==> config.mk <==
export PLATFORM = sky130hd
export DESIGN_NAME = gal_top
export DESIGN_NICKNAME = d
export VERILOG_FILES = /design/src/verilog/gal_pin.v /design/src/verilog/gal_sync.v /design/src/verilog/gal_top.v
export VERILOG_INCLUDE_DIRS = /design/src /design/src/verilog
export SDC_FILE = /design/constraint.sdc
export NUM_CORES = 1
export LEC_CHECK = 0
export BUFFER_PORTS_ARGS = -buffer_cell sky130_fd_sc_hd__buf_4
export CAP_MARGIN = 40
export CORE_MARGIN = 2
export CORE_UTILIZATION = 61
export CTS_BUF_LIST = sky130_fd_sc_hd__clkbuf_2 sky130_fd_sc_hd__clkbuf_4 sky130_fd_sc_hd__clkbuf_8
export CTS_CLUSTER_DIAMETER = 80
export DETAILED_ROUTE_END_ITERATION = 6
export PLACE_DENSITY = 0.82
export SLEW_MARGIN = 30
export SYNTH_ARGS = -nofsm -noshare
export SYNTH_HDL_FRONTEND = slang
export SYNTH_SLANG_ARGS = --single-unit
==> constraint.sdc <==
create_clock -name ref_clk_i -period 2.35 [get_ports ref_clk_i]
set_input_delay 0 -clock ref_clk_i [delete_from_list [all_inputs] [get_ports ref_clk_i]]
set_output_delay 0 -clock ref_clk_i [all_outputs]
set_load 0.005 [all_outputs]
==> src/verilog/gal_defs.vh <==
/*
 * constants for the pin and alarm block: register addresses, field
 * positions, reset values and serial framing.
 * assumes inclusion by bare name from the design files of this block.
 */
`ifndef GAL_DEFS_VH
`define GAL_DEFS_VH

// ************************************************************
// serial framing
// ************************************************************
`define GAL_WORD_BITS      5'h10
`define GAL_BITCNT_W       5
`define GAL_EXT_WADDR      4'hF
`define GAL_ALERT_WADDR    4'h3
`define GAL_CTRL1_WADDR    4'h1

// ************************************************************
// extended write map
// ************************************************************
`define GAL_EADDR_CFG_LO   4'h0
`define GAL_EADDR_CFG_HI   4'h1
`define GAL_EADDR_DATA     4'h2

// ************************************************************
// read map (5-bit read addresses)
// ************************************************************
`define GAL_RADDR_ALERT    5'h03
`define GAL_RADDR_CFG_LO   5'h1B
`define GAL_RADDR_CFG_HI   5'h1C
`define GAL_RADDR_DATA     5'h1D
`define GAL_RADDR_WRAP     5'h1F
`define GAL_RADDR_LSB      6
`define GAL_RADDR_MSB      10

// ************************************************************
// per-pin config nibble: function, direction, polarity, alarm
// ************************************************************
`define GAL_CFG_FUNC       3
`define GAL_CFG_DIR        2
`define GAL_CFG_POL        1
`define GAL_CFG_IRQ        0

// ************************************************************
// limit status/enable layout: high flags [3:0], low [7:4], en [11:8]
// channel order: aux, battery one, battery two, thermal
// ************************************************************
`define GAL_LIM_HI_LSB     0
`define GAL_LIM_LO_LSB     4
`define GAL_LIM_EN_LSB     8

// ************************************************************
// reset values
// ************************************************************
`define GAL_CFG_RST        8'h00
`define GAL_DATA_RST       8'h00
`define GAL_LIM_RST        12'h000
`define GAL_RADDR_RST      5'h00

`endif

==> src/verilog/gal_pin.v <==
/*
 * one pin slice: turns its config nibble and data bit into pad drive,
 * input-captured data and an alarm request.
 * assumes pad_i is already synchronised to ref_clk_i.
 */
`timescale 1ns/1ps
`default_nettype none
`include "gal_defs.vh"

module gal_pin #(
  parameter FIXED = 0
) (
  input  wire [3:0] cfg_i,
  input  wire       data_i,
  input  wire       pad_i,
  output wire       gpio_on_o,
  output wire       is_input_o,
  output wire       in_data_o,
  output wire       pad_o,
  output wire       pad_oe_o,
  output wire       alarm_o
);

  assign gpio_on_o  = (FIXED != 0) ? 1'b1 : cfg_i[`GAL_CFG_FUNC];
  assign is_input_o = gpio_on_o & cfg_i[`GAL_CFG_DIR];
  assign in_data_o  = cfg_i[`GAL_CFG_POL] ? pad_i : ~pad_i;
  assign pad_oe_o   = gpio_on_o & ~cfg_i[`GAL_CFG_DIR];
  assign pad_o      = cfg_i[`GAL_CFG_POL] ? data_i : ~data_i;
  assign alarm_o    = is_input_o & cfg_i[`GAL_CFG_IRQ] & data_i;

endmodule
`default_nettype wire

==> src/verilog/gal_sync.v <==
/*
 * two-flop synchroniser, one bit per lane.
 * assumes inputs come from outside the ref_clk_i domain.
 */
`timescale 1ns/1ps
`default_nettype none

module gal_sync #(
  parameter W = 1
) (
  input  wire         ref_clk_i,
  input  wire         reset_n_i,
  input  wire [W-1:0] async_i,
  output wire [W-1:0] sync_o
);

  reg [W-1:0] meta_r;
  reg [W-1:0] sync_r;

  // first stage feeds only the second
  always @(posedge ref_clk_i) begin
    if (!reset_n_i) begin
      meta_r <= {W{1'b0}};
      sync_r <= {W{1'b0}};
    end else begin
      meta_r <= async_i;
      sync_r <= meta_r;
    end
  end

  assign sync_o = sync_r;

endmodule
`default_nettype wire

==> src/verilog/gal_top.v <==
/*
 * pin configuration, pin data and limit alarm logic of a touch screen
 * controller, with the serial register port that reaches them.
 * assumes a 100 MHz ref_clk_i far faster than the serial clock, which
 * is sampled and edge-detected here; limit flags arrive as one-cycle
 * pulses from the comparators on the same clock.
 */
// Contract
// - top nibble 1111b means extended write
// - extended: configs at 0,1, data at 2
// - readable at read addresses 11011b..11101b
// - four config bits, one data bit
// - function bit zero leaves pin analog
// - fixed pin always general purpose
// - output pin driven from data bit
// - input pin: data follows pad, read-only
// - input data equals pad if active-high
// - output equals data if active-high
// - irq-allow zero blocks pin alarm
// - enabled input data set asserts alarm
// - limit events set high/low status bits
// - per-channel enable masks limit flags
// - alarm low while any unmasked source
// - pin alarm released by mask or level
// - write zero clears; an event in the same cycle wins
// - host writes 16-bit word, chip select low
// - 8-bit reads padded with eight zeros
`timescale 1ns/1ps
`default_nettype none
`include "gal_defs.vh"

module gal_top (
  input  wire        ref_clk_i,
  input  wire        reset_n_i,
  input  wire        ser_clk_i,
  input  wire        ser_sel_n_i,
  input  wire        ser_din_i,
  output wire        ser_dout_o,
  input  wire [3:0]  pin_i,
  output wire [3:0]  pin_o,
  output wire [3:0]  pin_oe_o,
  output wire [2:0]  aux_analog_sel_o,
  input  wire [3:0]  lim_hi_evt_i,
  input  wire [3:0]  lim_lo_evt_i,
  output wire [11:0] alert_reg_o,
  output wire        alarm_n_o
);

  // ************************************************************
  // input synchronisers
  // ************************************************************
  wire [6:0] sync_w;
  wire [3:0] pin_s;
  wire       sclk_s;
  wire       ssel_n_s;
  wire       sdin_s;

  gal_sync #(
    .W (7)
  ) u_sync (
    .ref_clk_i (ref_clk_i),
    .reset_n_i (reset_n_i),
    .async_i   ({pin_i, ser_clk_i, ~ser_sel_n_i, ser_din_i}),
    .sync_o    (sync_w)
  );

  assign pin_s    = sync_w[6:3];
  assign sclk_s   = sync_w[2];
  // select travels inverted, so the flops' reset value reads as idle
  // and no false select edge follows reset
  assign ssel_n_s = ~sync_w[1];
  assign sdin_s   = sync_w[0];

  // ************************************************************
  // serial clock edges
  // ************************************************************
  reg sclk_d_r;
  reg ssel_d_r;

  always @(posedge ref_clk_i) begin
    if (!reset_n_i) begin
      sclk_d_r <= 1'b0;
      ssel_d_r <= 1'b1;
    end else begin
      sclk_d_r <= sclk_s;
      ssel_d_r <= ssel_n_s;
    end
  end

  wire sclk_rise = sclk_s & ~sclk_d_r;
  wire sclk_fall = ~sclk_s & sclk_d_r;
  wire sel_fall  = ~ssel_n_s & ssel_d_r;
  wire sel_rise  = ssel_n_s & ~ssel_d_r;

  // ************************************************************
  // registers
  // ************************************************************
  reg [7:0]  cfg_lo_r;
  reg [7:0]  cfg_hi_r;
  reg [7:0]  data_r;
  reg [7:0]  data_nxt;
  reg [11:0] lim_r;
  reg [11:0] lim_nxt;
  reg [4:0]  raddr_r;
  reg [15:0] sh_in_r;
  reg [4:0]  bitcnt_r;
  reg [15:0] sh_out_r;
  reg        alarm_n_r;
  reg        frame_done_r;
  reg        raddr_hold_r;

  // ************************************************************
  // pin slices
  // ************************************************************
  wire [15:0] cfg_all = {cfg_hi_r, cfg_lo_r};
  wire [3:0]  gpio_on;
  wire [3:0]  is_input;
  wire [3:0]  in_data;
  wire [3:0]  pin_alarm;

  genvar g;
  generate
    for (g = 0; g < 4; g = g + 1) begin : g_pin
      gal_pin #(
        .FIXED ((g == 3) ? 1 : 0)
      ) u_pin (
        .cfg_i      (cfg_all[4*g+3:4*g]),
        .data_i     (data_r[g]),
        .pad_i      (pin_s[g]),
        .gpio_on_o  (gpio_on[g]),
        .is_input_o (is_input[g]),
        .in_data_o  (in_data[g]),
        .pad_o      (pin_o[g]),
        .pad_oe_o   (pin_oe_o[g]),
        .alarm_o    (pin_alarm[g])
      );
    end
  endgenerate

  assign aux_analog_sel_o = ~gpio_on[2:0];

  // ************************************************************
  // write decode
  // ************************************************************
  // word completes on the 16th rising serial edge
  wire [15:0] word_w   = {sh_in_r[14:0], sdin_s};
  // bits past the sixteenth are dropped until select rises again
  wire        word_end = ~ssel_n_s & sclk_rise & ~frame_done_r &
                         (bitcnt_r == (`GAL_WORD_BITS - 5'h01));
  wire        ext_wr   = word_end & (word_w[15:12] == `GAL_EXT_WADDR);
  wire        wr_cfg_lo = ext_wr & (word_w[11:8] == `GAL_EADDR_CFG_LO);
  wire        wr_cfg_hi = ext_wr & (word_w[11:8] == `GAL_EADDR_CFG_HI);
  wire        wr_data   = ext_wr & (word_w[11:8] == `GAL_EADDR_DATA);
  wire        wr_lim    = word_end & (word_w[15:12] == `GAL_ALERT_WADDR);
  wire        wr_ctrl1  = word_end & (word_w[15:12] == `GAL_CTRL1_WADDR);

  // ************************************************************
  // pin data register
  // ************************************************************
  // input bits resample every clock, so a host write to them is lost
  integer i;
  always @* begin
    data_nxt = data_r;
    for (i = 0; i < 4; i = i + 1) begin
      if (is_input[i]) begin
        // input bit follows pad, host write ignored
        data_nxt[i] = in_data[i];
      end else if (wr_data) begin
        data_nxt[i] = word_w[i];
      end
    end
    if (wr_data) begin
      data_nxt[7:4] = word_w[7:4];
    end
  end

  // ************************************************************
  // limit status flags
  // ************************************************************
  always @* begin
    lim_nxt = lim_r;
    if (wr_lim) begin
      lim_nxt[7:0] = lim_r[7:0] & word_w[7:0];
      lim_nxt[11:8] = word_w[11:8];
    end
    // event sets flag, wins over clear
    lim_nxt[`GAL_LIM_HI_LSB+3:`GAL_LIM_HI_LSB] =
      lim_nxt[`GAL_LIM_HI_LSB+3:`GAL_LIM_HI_LSB] | lim_hi_evt_i;
    lim_nxt[`GAL_LIM_LO_LSB+3:`GAL_LIM_LO_LSB] =
      lim_nxt[`GAL_LIM_LO_LSB+3:`GAL_LIM_LO_LSB] | lim_lo_evt_i;
  end

  // ************************************************************
  // register update
  // ************************************************************
  always @(posedge ref_clk_i) begin
    if (!reset_n_i) begin
      cfg_lo_r <= `GAL_CFG_RST;
      cfg_hi_r <= `GAL_CFG_RST;
      data_r   <= `GAL_DATA_RST;
      lim_r    <= `GAL_LIM_RST;
    end else begin
      if (wr_cfg_lo) begin
        cfg_lo_r <= word_w[7:0];
      end
      if (wr_cfg_hi) begin
        cfg_hi_r <= word_w[7:0];
      end
      data_r <= data_nxt;
      lim_r  <= lim_nxt;
    end
  end

  // ************************************************************
  // serial shifter
  // ************************************************************
  reg [15:0] rd_word;
  always @* begin
    case (raddr_r)
      `GAL_RADDR_CFG_LO: rd_word = {8'h00, cfg_lo_r};
      `GAL_RADDR_CFG_HI: rd_word = {8'h00, cfg_hi_r};
      `GAL_RADDR_DATA:   rd_word = {8'h00, data_r};
      `GAL_RADDR_ALERT:  rd_word = {4'h0, lim_r};
      default:           rd_word = 16'h0000;
    endcase
  end

  always @(posedge ref_clk_i) begin
    if (!reset_n_i) begin
      sh_in_r      <= 16'h0000;
      bitcnt_r     <= 5'h00;
      frame_done_r <= 1'b0;
      sh_out_r     <= 16'h0000;
    end else begin
      if (ssel_n_s) begin
        bitcnt_r     <= 5'h00;
        frame_done_r <= 1'b0;
      end else if (sclk_rise & ~frame_done_r) begin
        sh_in_r      <= word_w;
        bitcnt_r     <= word_end ? 5'h00 : bitcnt_r + 5'h01;
        frame_done_r <= word_end;
      end
      if (sel_fall) begin
        sh_out_r <= rd_word;
      end else if (sclk_fall & ~ssel_n_s) begin
        sh_out_r <= {sh_out_r[14:0], 1'b0};
      end
    end
  end

  // ************************************************************
  // read address
  // ************************************************************
  // address advances after a read frame, wrapping at 11111b; a frame
  // that loads it must not also step it, or the next read is one off
  always @(posedge ref_clk_i) begin
    if (!reset_n_i) begin
      raddr_r      <= `GAL_RADDR_RST;
      raddr_hold_r <= 1'b0;
    end else begin
      if (wr_ctrl1) begin
        raddr_r      <= word_w[`GAL_RADDR_MSB:`GAL_RADDR_LSB];
        raddr_hold_r <= 1'b1;
      end else if (sel_rise) begin
        raddr_hold_r <= 1'b0;
        if (!raddr_hold_r) begin
          raddr_r <= (raddr_r == `GAL_RADDR_WRAP) ? 5'h00
                                                  : raddr_r + 5'h01;
        end
      end
    end
  end

  assign ser_dout_o = sh_out_r[15];

  // ************************************************************
  // alarm
  // ************************************************************
  // per-channel enable mask
  wire [3:0] lim_en  = lim_r[`GAL_LIM_EN_LSB+3:`GAL_LIM_EN_LSB];
  wire [3:0] lim_act = lim_en &
    (lim_r[`GAL_LIM_HI_LSB+3:`GAL_LIM_HI_LSB] |
     lim_r[`GAL_LIM_LO_LSB+3:`GAL_LIM_LO_LSB]);

  always @(posedge ref_clk_i) begin
    if (!reset_n_i) begin
      alarm_n_r <= 1'b1;
    end else begin
      // pins arrive two sync flops plus one data cycle late
      // level OR, registered
      alarm_n_r <= ~(|lim_act | |pin_alarm);
    end
  end

  assign alarm_n_o   = alarm_n_r;
  assign alert_reg_o = lim_r;

endmodule
`default_nettype wire
### Word-level counts from Yosys, hierarchy flattened

Cells that the tools add are included.

* word-level logic and storage cells: 128
* register bits after elaboration: 96
* output and inout port bits: 25
* bits of input ports: 17

* equal/unequal tests: 12
* muxes and demuxes: 27
* bitwise operators: 55
* $add $sub $neg: 2
* reduce and logical (&&, ||, !) cells: 12

Operators with widths (count)
* $pmux W12 S4: 1
* $mux W16: 2
* $and A1 B1 Y1: 29
* $mux W5: 5
* $eq A5 B5 Y1 const B: 4
* $not A1 Y1: 19
* $mux W1: 18
* $or A4 B4 Y4: 3
* $reduce_bool A2 Y1: 6
* $add A5 B1 Y5 const B: 2
* $and A8 B8 Y8: 1
* $eq A4 B1 Y1 const B: 2
* $eq A4 B2 Y1 const B: 2
* $mux W8: 1
* $reduce_or A4 Y1: 2
* $reduce_and A2 Y1: 3
* $eq A5 B2 Y1 const B: 1
* $eq A5 B4 Y1 const B: 1
* $and A4 B4 Y4: 1
* $eq A4 B4 Y1 const B: 1
* $logic_not A4 Y1: 1
* $not A3 Y3: 1
* $ne A2 B1 Y1 const B: 1
* $or A1 B1 Y1: 1

### Longest topological paths before layout

* word-level depth: 9
* mapped depth: 8
* gate-level depth less buffers: 7

### Modules after synthesis

Synthesis repeated with hierarchy kept, for this count alone.

* cells, all modules: 455
* area total of the unflattened synthesis: 4182.8 um2

Modules (own cells, without submodules)
* gal_top: cells an instance 401, area an instance 3594.7 um2, times used 1, sequential area each 1641.6 um2
* gal_sync: cells an instance 29, area an instance 391.6 um2, times used 1, sequential area each 280.3 um2
* gal_pin (g_pin[0].u_pin ...): cells an instance 6, area an instance 50.0 um2, times used 3, sequential area each 0.0 um2
* gal_pin (g_pin[3].u_pin): cells an instance 7, area an instance 46.3 um2, times used 1, sequential area each 0.0 um2

### Least setup slack after synthesis

OpenSTA, ideal clock, no wires.

* kind: flip-flop to flip-flop
* from: reg bitcnt_r[0]
* to: reg lim_r[11] (netlist: alert_reg_o[11])
* setup slack: 0.628 ns
* stages on the path, launching flop included: 9
* clock period less this slack: 1.722 ns
* buffers on the path: 3
* library setup time: 0.128 ns
* arrival: 1.594 ns
* data required time: 2.222 ns
* cell sequence: dfxtp_1 > ha_1 > and4b_1 > buf_2 > and3_1 > clkbuf_1 > buf_4 > mux2i_1 > nor2_1

* longest elaborated chain between the ends: 3

Ends and longest elaborated chain
* start: declaration: line gal_top.v:106 `reg [4:0] bitcnt_r;`
* start signal: assignment: line gal_top.v:240 `bitcnt_r <= word_end ? 5'h00 : bitcnt_r + 5'h01;`
* $eq A5 B4 Y1: line gal_top.v:149 `` (bitcnt_r == (`GAL_WORD_BITS - 5'h01)); ``
* $and A1 B1 Y1: line gal_top.v:148 `wire word_end = ~ssel_n_s & sclk_rise & ~frame_done_r &`
* $and A1 B1 Y1: line gal_top.v:154 `` wire wr_lim = word_end & (word_w[15:12] == `GAL_ALERT_WADDR); ``
* end signal: assignment: line gal_top.v:201 `` lim_r <= `GAL_LIM_RST; ``
* end signal: assignment: line gal_top.v:210 `lim_r <= lim_nxt;`
* end: declaration: line gal_top.v:102 `reg [11:0] lim_r;`

No other way between the ends.
A chain may end at the register's enable or synchronous reset.

### Worst setup path in the final report

* from: reg bitcnt_r[0]
* to: reg lim_r[9] (netlist: alert_reg_o[9])

The elaborated chain is that of the path after synthesis.

==> results.json <==
{
  "power_mw": 2.88,
  "min_path_cells": 3,
  "synthArstFlopShare_pct": 0,
  "tightest_slew_ns": 0.678,
  "via_count": 3476,
  "antenna_found_initial": 0,
  "power.density_nw_per_um2": 607,
  "synthFlopType": "dfxtp_1",
  "critPathLaunchType": "register",
  "rsz0062_at_grt": "false",
  "reg2reg_slack_ns": 0.30,
  "grtUsageTotal_pct": 28.0,
  "synthMuxAreaShare_pct": 7.51,
  "post_cts_resize_count": 0,
  "cts_buffers": 9,
  "yosysWarnings": 0,
  "dieArea_sq_um": 7450,
  "routed_wl_um": 10100,
  "die_h_um": 86.3,
  "ant_nets": 0,
  "cap_violations": 0,
  "slew_viol_final": 0,
  "clk_pin_slew_ns": 0.10,
  "status": "completed",
  "clock_path_buffers": 2,
  "cts_max_level": 3,
  "required_ns": 2.62,
  "synth_seq_cells": 96,
  "synth_area_sq_um": 4130,
  "fin_util_pct": 71.0,
  "cts_setup_buffers": 0,
  "layout.nets": 511,
  "hold_viol_final": 0,
  "path_class": "register to register",
  "dr.pass1.iters": 5,
  "dpl_cell_area_sq_um": 4400,
  "synth_nets": 472,
  "io_buffers": 41,
  "drtIter0Drc": 294,
  "seq_area_frac_synth_pct": 46.5,
  "cts_tree": "built",
  "synth-edff-count": 0,
  "synth_largest_area_cell": "dfxtp_1",
  "avgSynthCellArea_sq_um": 9.19,
  "p_leak_nw": 1.95,
  "start_util_pct": 61.9,
  "synthAdderAreaFrac_pct": 1.51,
  "synth_cell_types": 50,
  "io_pins": 42,
  "max-slew-margin-rel_pct": 54.6,
  "first_global_vias": 3348,
  "clock-sinks": 96,
  "syn_inst": 450,
  "routedWlPerCell_um": 17.6,
  "ir_drop_uv": 602,
  "min_from": "ser_sel_n_i",
  "synth_top_area_share_pct": 46.5,
  "r2r_start": "bitcnt_r[0]",
  "final_area_sq_um": 4750,
  "tns_ns": 0,
  "area_growth_pct": 14.8,
  "r2r_cells": 5,
  "cp_max_fo": 12,
  "synth_xor_area_share_pct": 2.12,
  "diodes": 0,
  "min_period_ns": 2.05,
  "end_kind": "register",
  "fmax_mhz": 488,
  "layout-drive-gt1-share_pct": 13.4,
  "cp-startpoint": "bitcnt_r[0]",
  "grt_pass1_wl_um": 16300,
  "vias_per_cell": 6.06,
  "core_area_sq_um": 6680,
  "cts_root_buf": "clkbuf_8",
  "die_w_um": 86.3,
  "drc": 0,
  "period_share_pct": 87.1,
  "cp.arrival_ns": 2.32,
  "hold_class": "primary input to register",
  "insertion_delay_ns": 0.37,
  "clock_skew_ns": 0.0110,
  "std_cell_rows": 30,
  "grt_max_degree": 67,
  "synth_top_family_by_area": "simple AND/OR/NAND/NOR gates",
  "finalSetupViolCount": 0,
  "grt.overflow.total": 0,
  "ys_top_cells_by_area": "dfxtp_1 46%, mux2i_1 7.5%, nand2_1 4.2%",
  "gp_congestion": 0.888,
  "synth-compound-area-share_pct": 16.2,
  "dp_hpwl_um": 6690,
  "synth-simple-area-share_pct": 21.5
}
==> synth_stat cells (3+ instances only) <==
| cell type | number |
|---|---|
| a21oi_1 | 33 |
| and4b_1 | 3 |
| ha_1 | 5 |
| xnor2_1 | 9 |
| nand2_1 | 46 |
| a21boi_1 | 11 |
| nand4_1 | 6 |
| and2_1 | 16 |
| o21ai_0 | 23 |
| clkbuf_1 | 18 |
| nand3_1 | 7 |
| and3_1 | 4 |
| a221oi_1 | 7 |
| o221ai_1 | 7 |
| a22oi_1 | 4 |
| buf_2 | 3 |
| inv_1 | 7 |
| nor3b_1 | 3 |
| dfxtp_1 | 96 |
| mux2i_1 | 31 |
| nor3_1 | 7 |
| buf_4 | 9 |
| nor2_1 | 31 |
| nor2b_1 | 24 |
| a22o_1 | 8 |
==> stage by stage <==
step	hold WS, ns	instances	worst slack [ns]
3_3_place_gp	0.161	542	0.402
3_5_place_dp	0.160	542	0.327
6_report	0.330	574	0.302
2_1_floorplan	0.0716	450	0.628
5_1_grt	0.320	574	0.209
4_1_cts	0.308	574	0.303
==> timing repair <==
action	4_1_cts	5_1_grt
setup endpoints to repair	0	0
endpoints found under the hold margin	24	0
hold buffers	16	0
==> layer usage <==
metal | wire (um) | global-route usage (%)
met4 | 163 | 9.23
met5 | 0 | 0
met3 | 657 | 5.43
met2 | 4800 | 45.9
met1 | 4490 | 37.2
==> worst max-delay path, cell delays in order, from the launching register on <==
cell and delay [ns]:
dfxtp_1 0.39, ha_1 0.20, and4b_1 0.45, and3_1 0.59, mux2i_1 0.26, nor2b_1 0.06
==> layout by cell type (no fill, tap or decap), types with 4 or more instances in the layout <==
cell	netlist	routed
ha_1	5	5
nand2_1	46	46
a21oi_1	33	33
clkbuf_8	0	9
mux2i_1	31	31
and2_1	16	16
nor2_1	31	31
nor2b_1	24	24
nor3_1	7	7
inv_1	7	7
inv_6	0	4
nand3_1	7	7
a22o_1	8	8
a221oi_1	7	7
dfxtp_1	96	96
dlygate4sd3_1	0	16
o221ai_1	7	7
o21ai_0	23	23
xnor2_1	9	9
buf_4	9	45
nand4_1	6	6
a22oi_1	4	4
a21boi_1	11	11
and3_1	4	4
==> kinds of logic (layout without fill, tap and decap cells) <==
logic type	after synthesis	in the layout
XOR/XNOR	10	10
adder cells (fa/ha/maj)	5	5
AO/OA/AOI/OAI	103	103
buffers and inverters	40	84
flip-flops	96	96
multiplexers	31	31
AND/OR/NAND/NOR	165	165
==> where the power goes <==
| part | internal [mW] | leakage, nW | switching (mW) |
|---|---|---|---|
| registers | 1.66 | 0.780 | 0.0285 |
| logic | 0.0887 | 1.08 | 0.0727 |
| clock network | 0.408 | 0.0969 | 0.625 |
| total | 2.15 | 1.95 | 0.726 |
==> sequential cells by signal, summed over array words and instances (netlist names) <==
name / count
alert_reg_o: 12
cfg_lo_r: 8
raddr_hold_r: 1
cfg_hi_r: 8
alarm_n_o: 1
ssel_d_r: 1
bitcnt_r: 5
sh_out_r: 16
frame_done_r: 1
u_sync.sync_o: 7
raddr_r: 5
sh_in_r: 15
sclk_d_r: 1
data_r: 8
u_sync.meta_r: 7
==> worst paths after layout <==
path	to
worst max-delay path	alert_reg_o[9]
worst min-delay path	u_sync.meta_r[1]
worst max register to register	alert_reg_o[9]
worst min register to register	u_sync.sync_o[2]
==> area by class of cell <==
cell class | count | area [sq um]
sequential | 96 | 1920
inverter | 7 | 26.3
tap | 80 | 100
multi-input combinational | 314 | 2020
fill | 514 | 1930
clock inverter | 7 | 60.1
clock buffer | 9 | 124
timing repair buffer | 61 | 498
No activity file was read; power rests on OpenSTA's default activity.
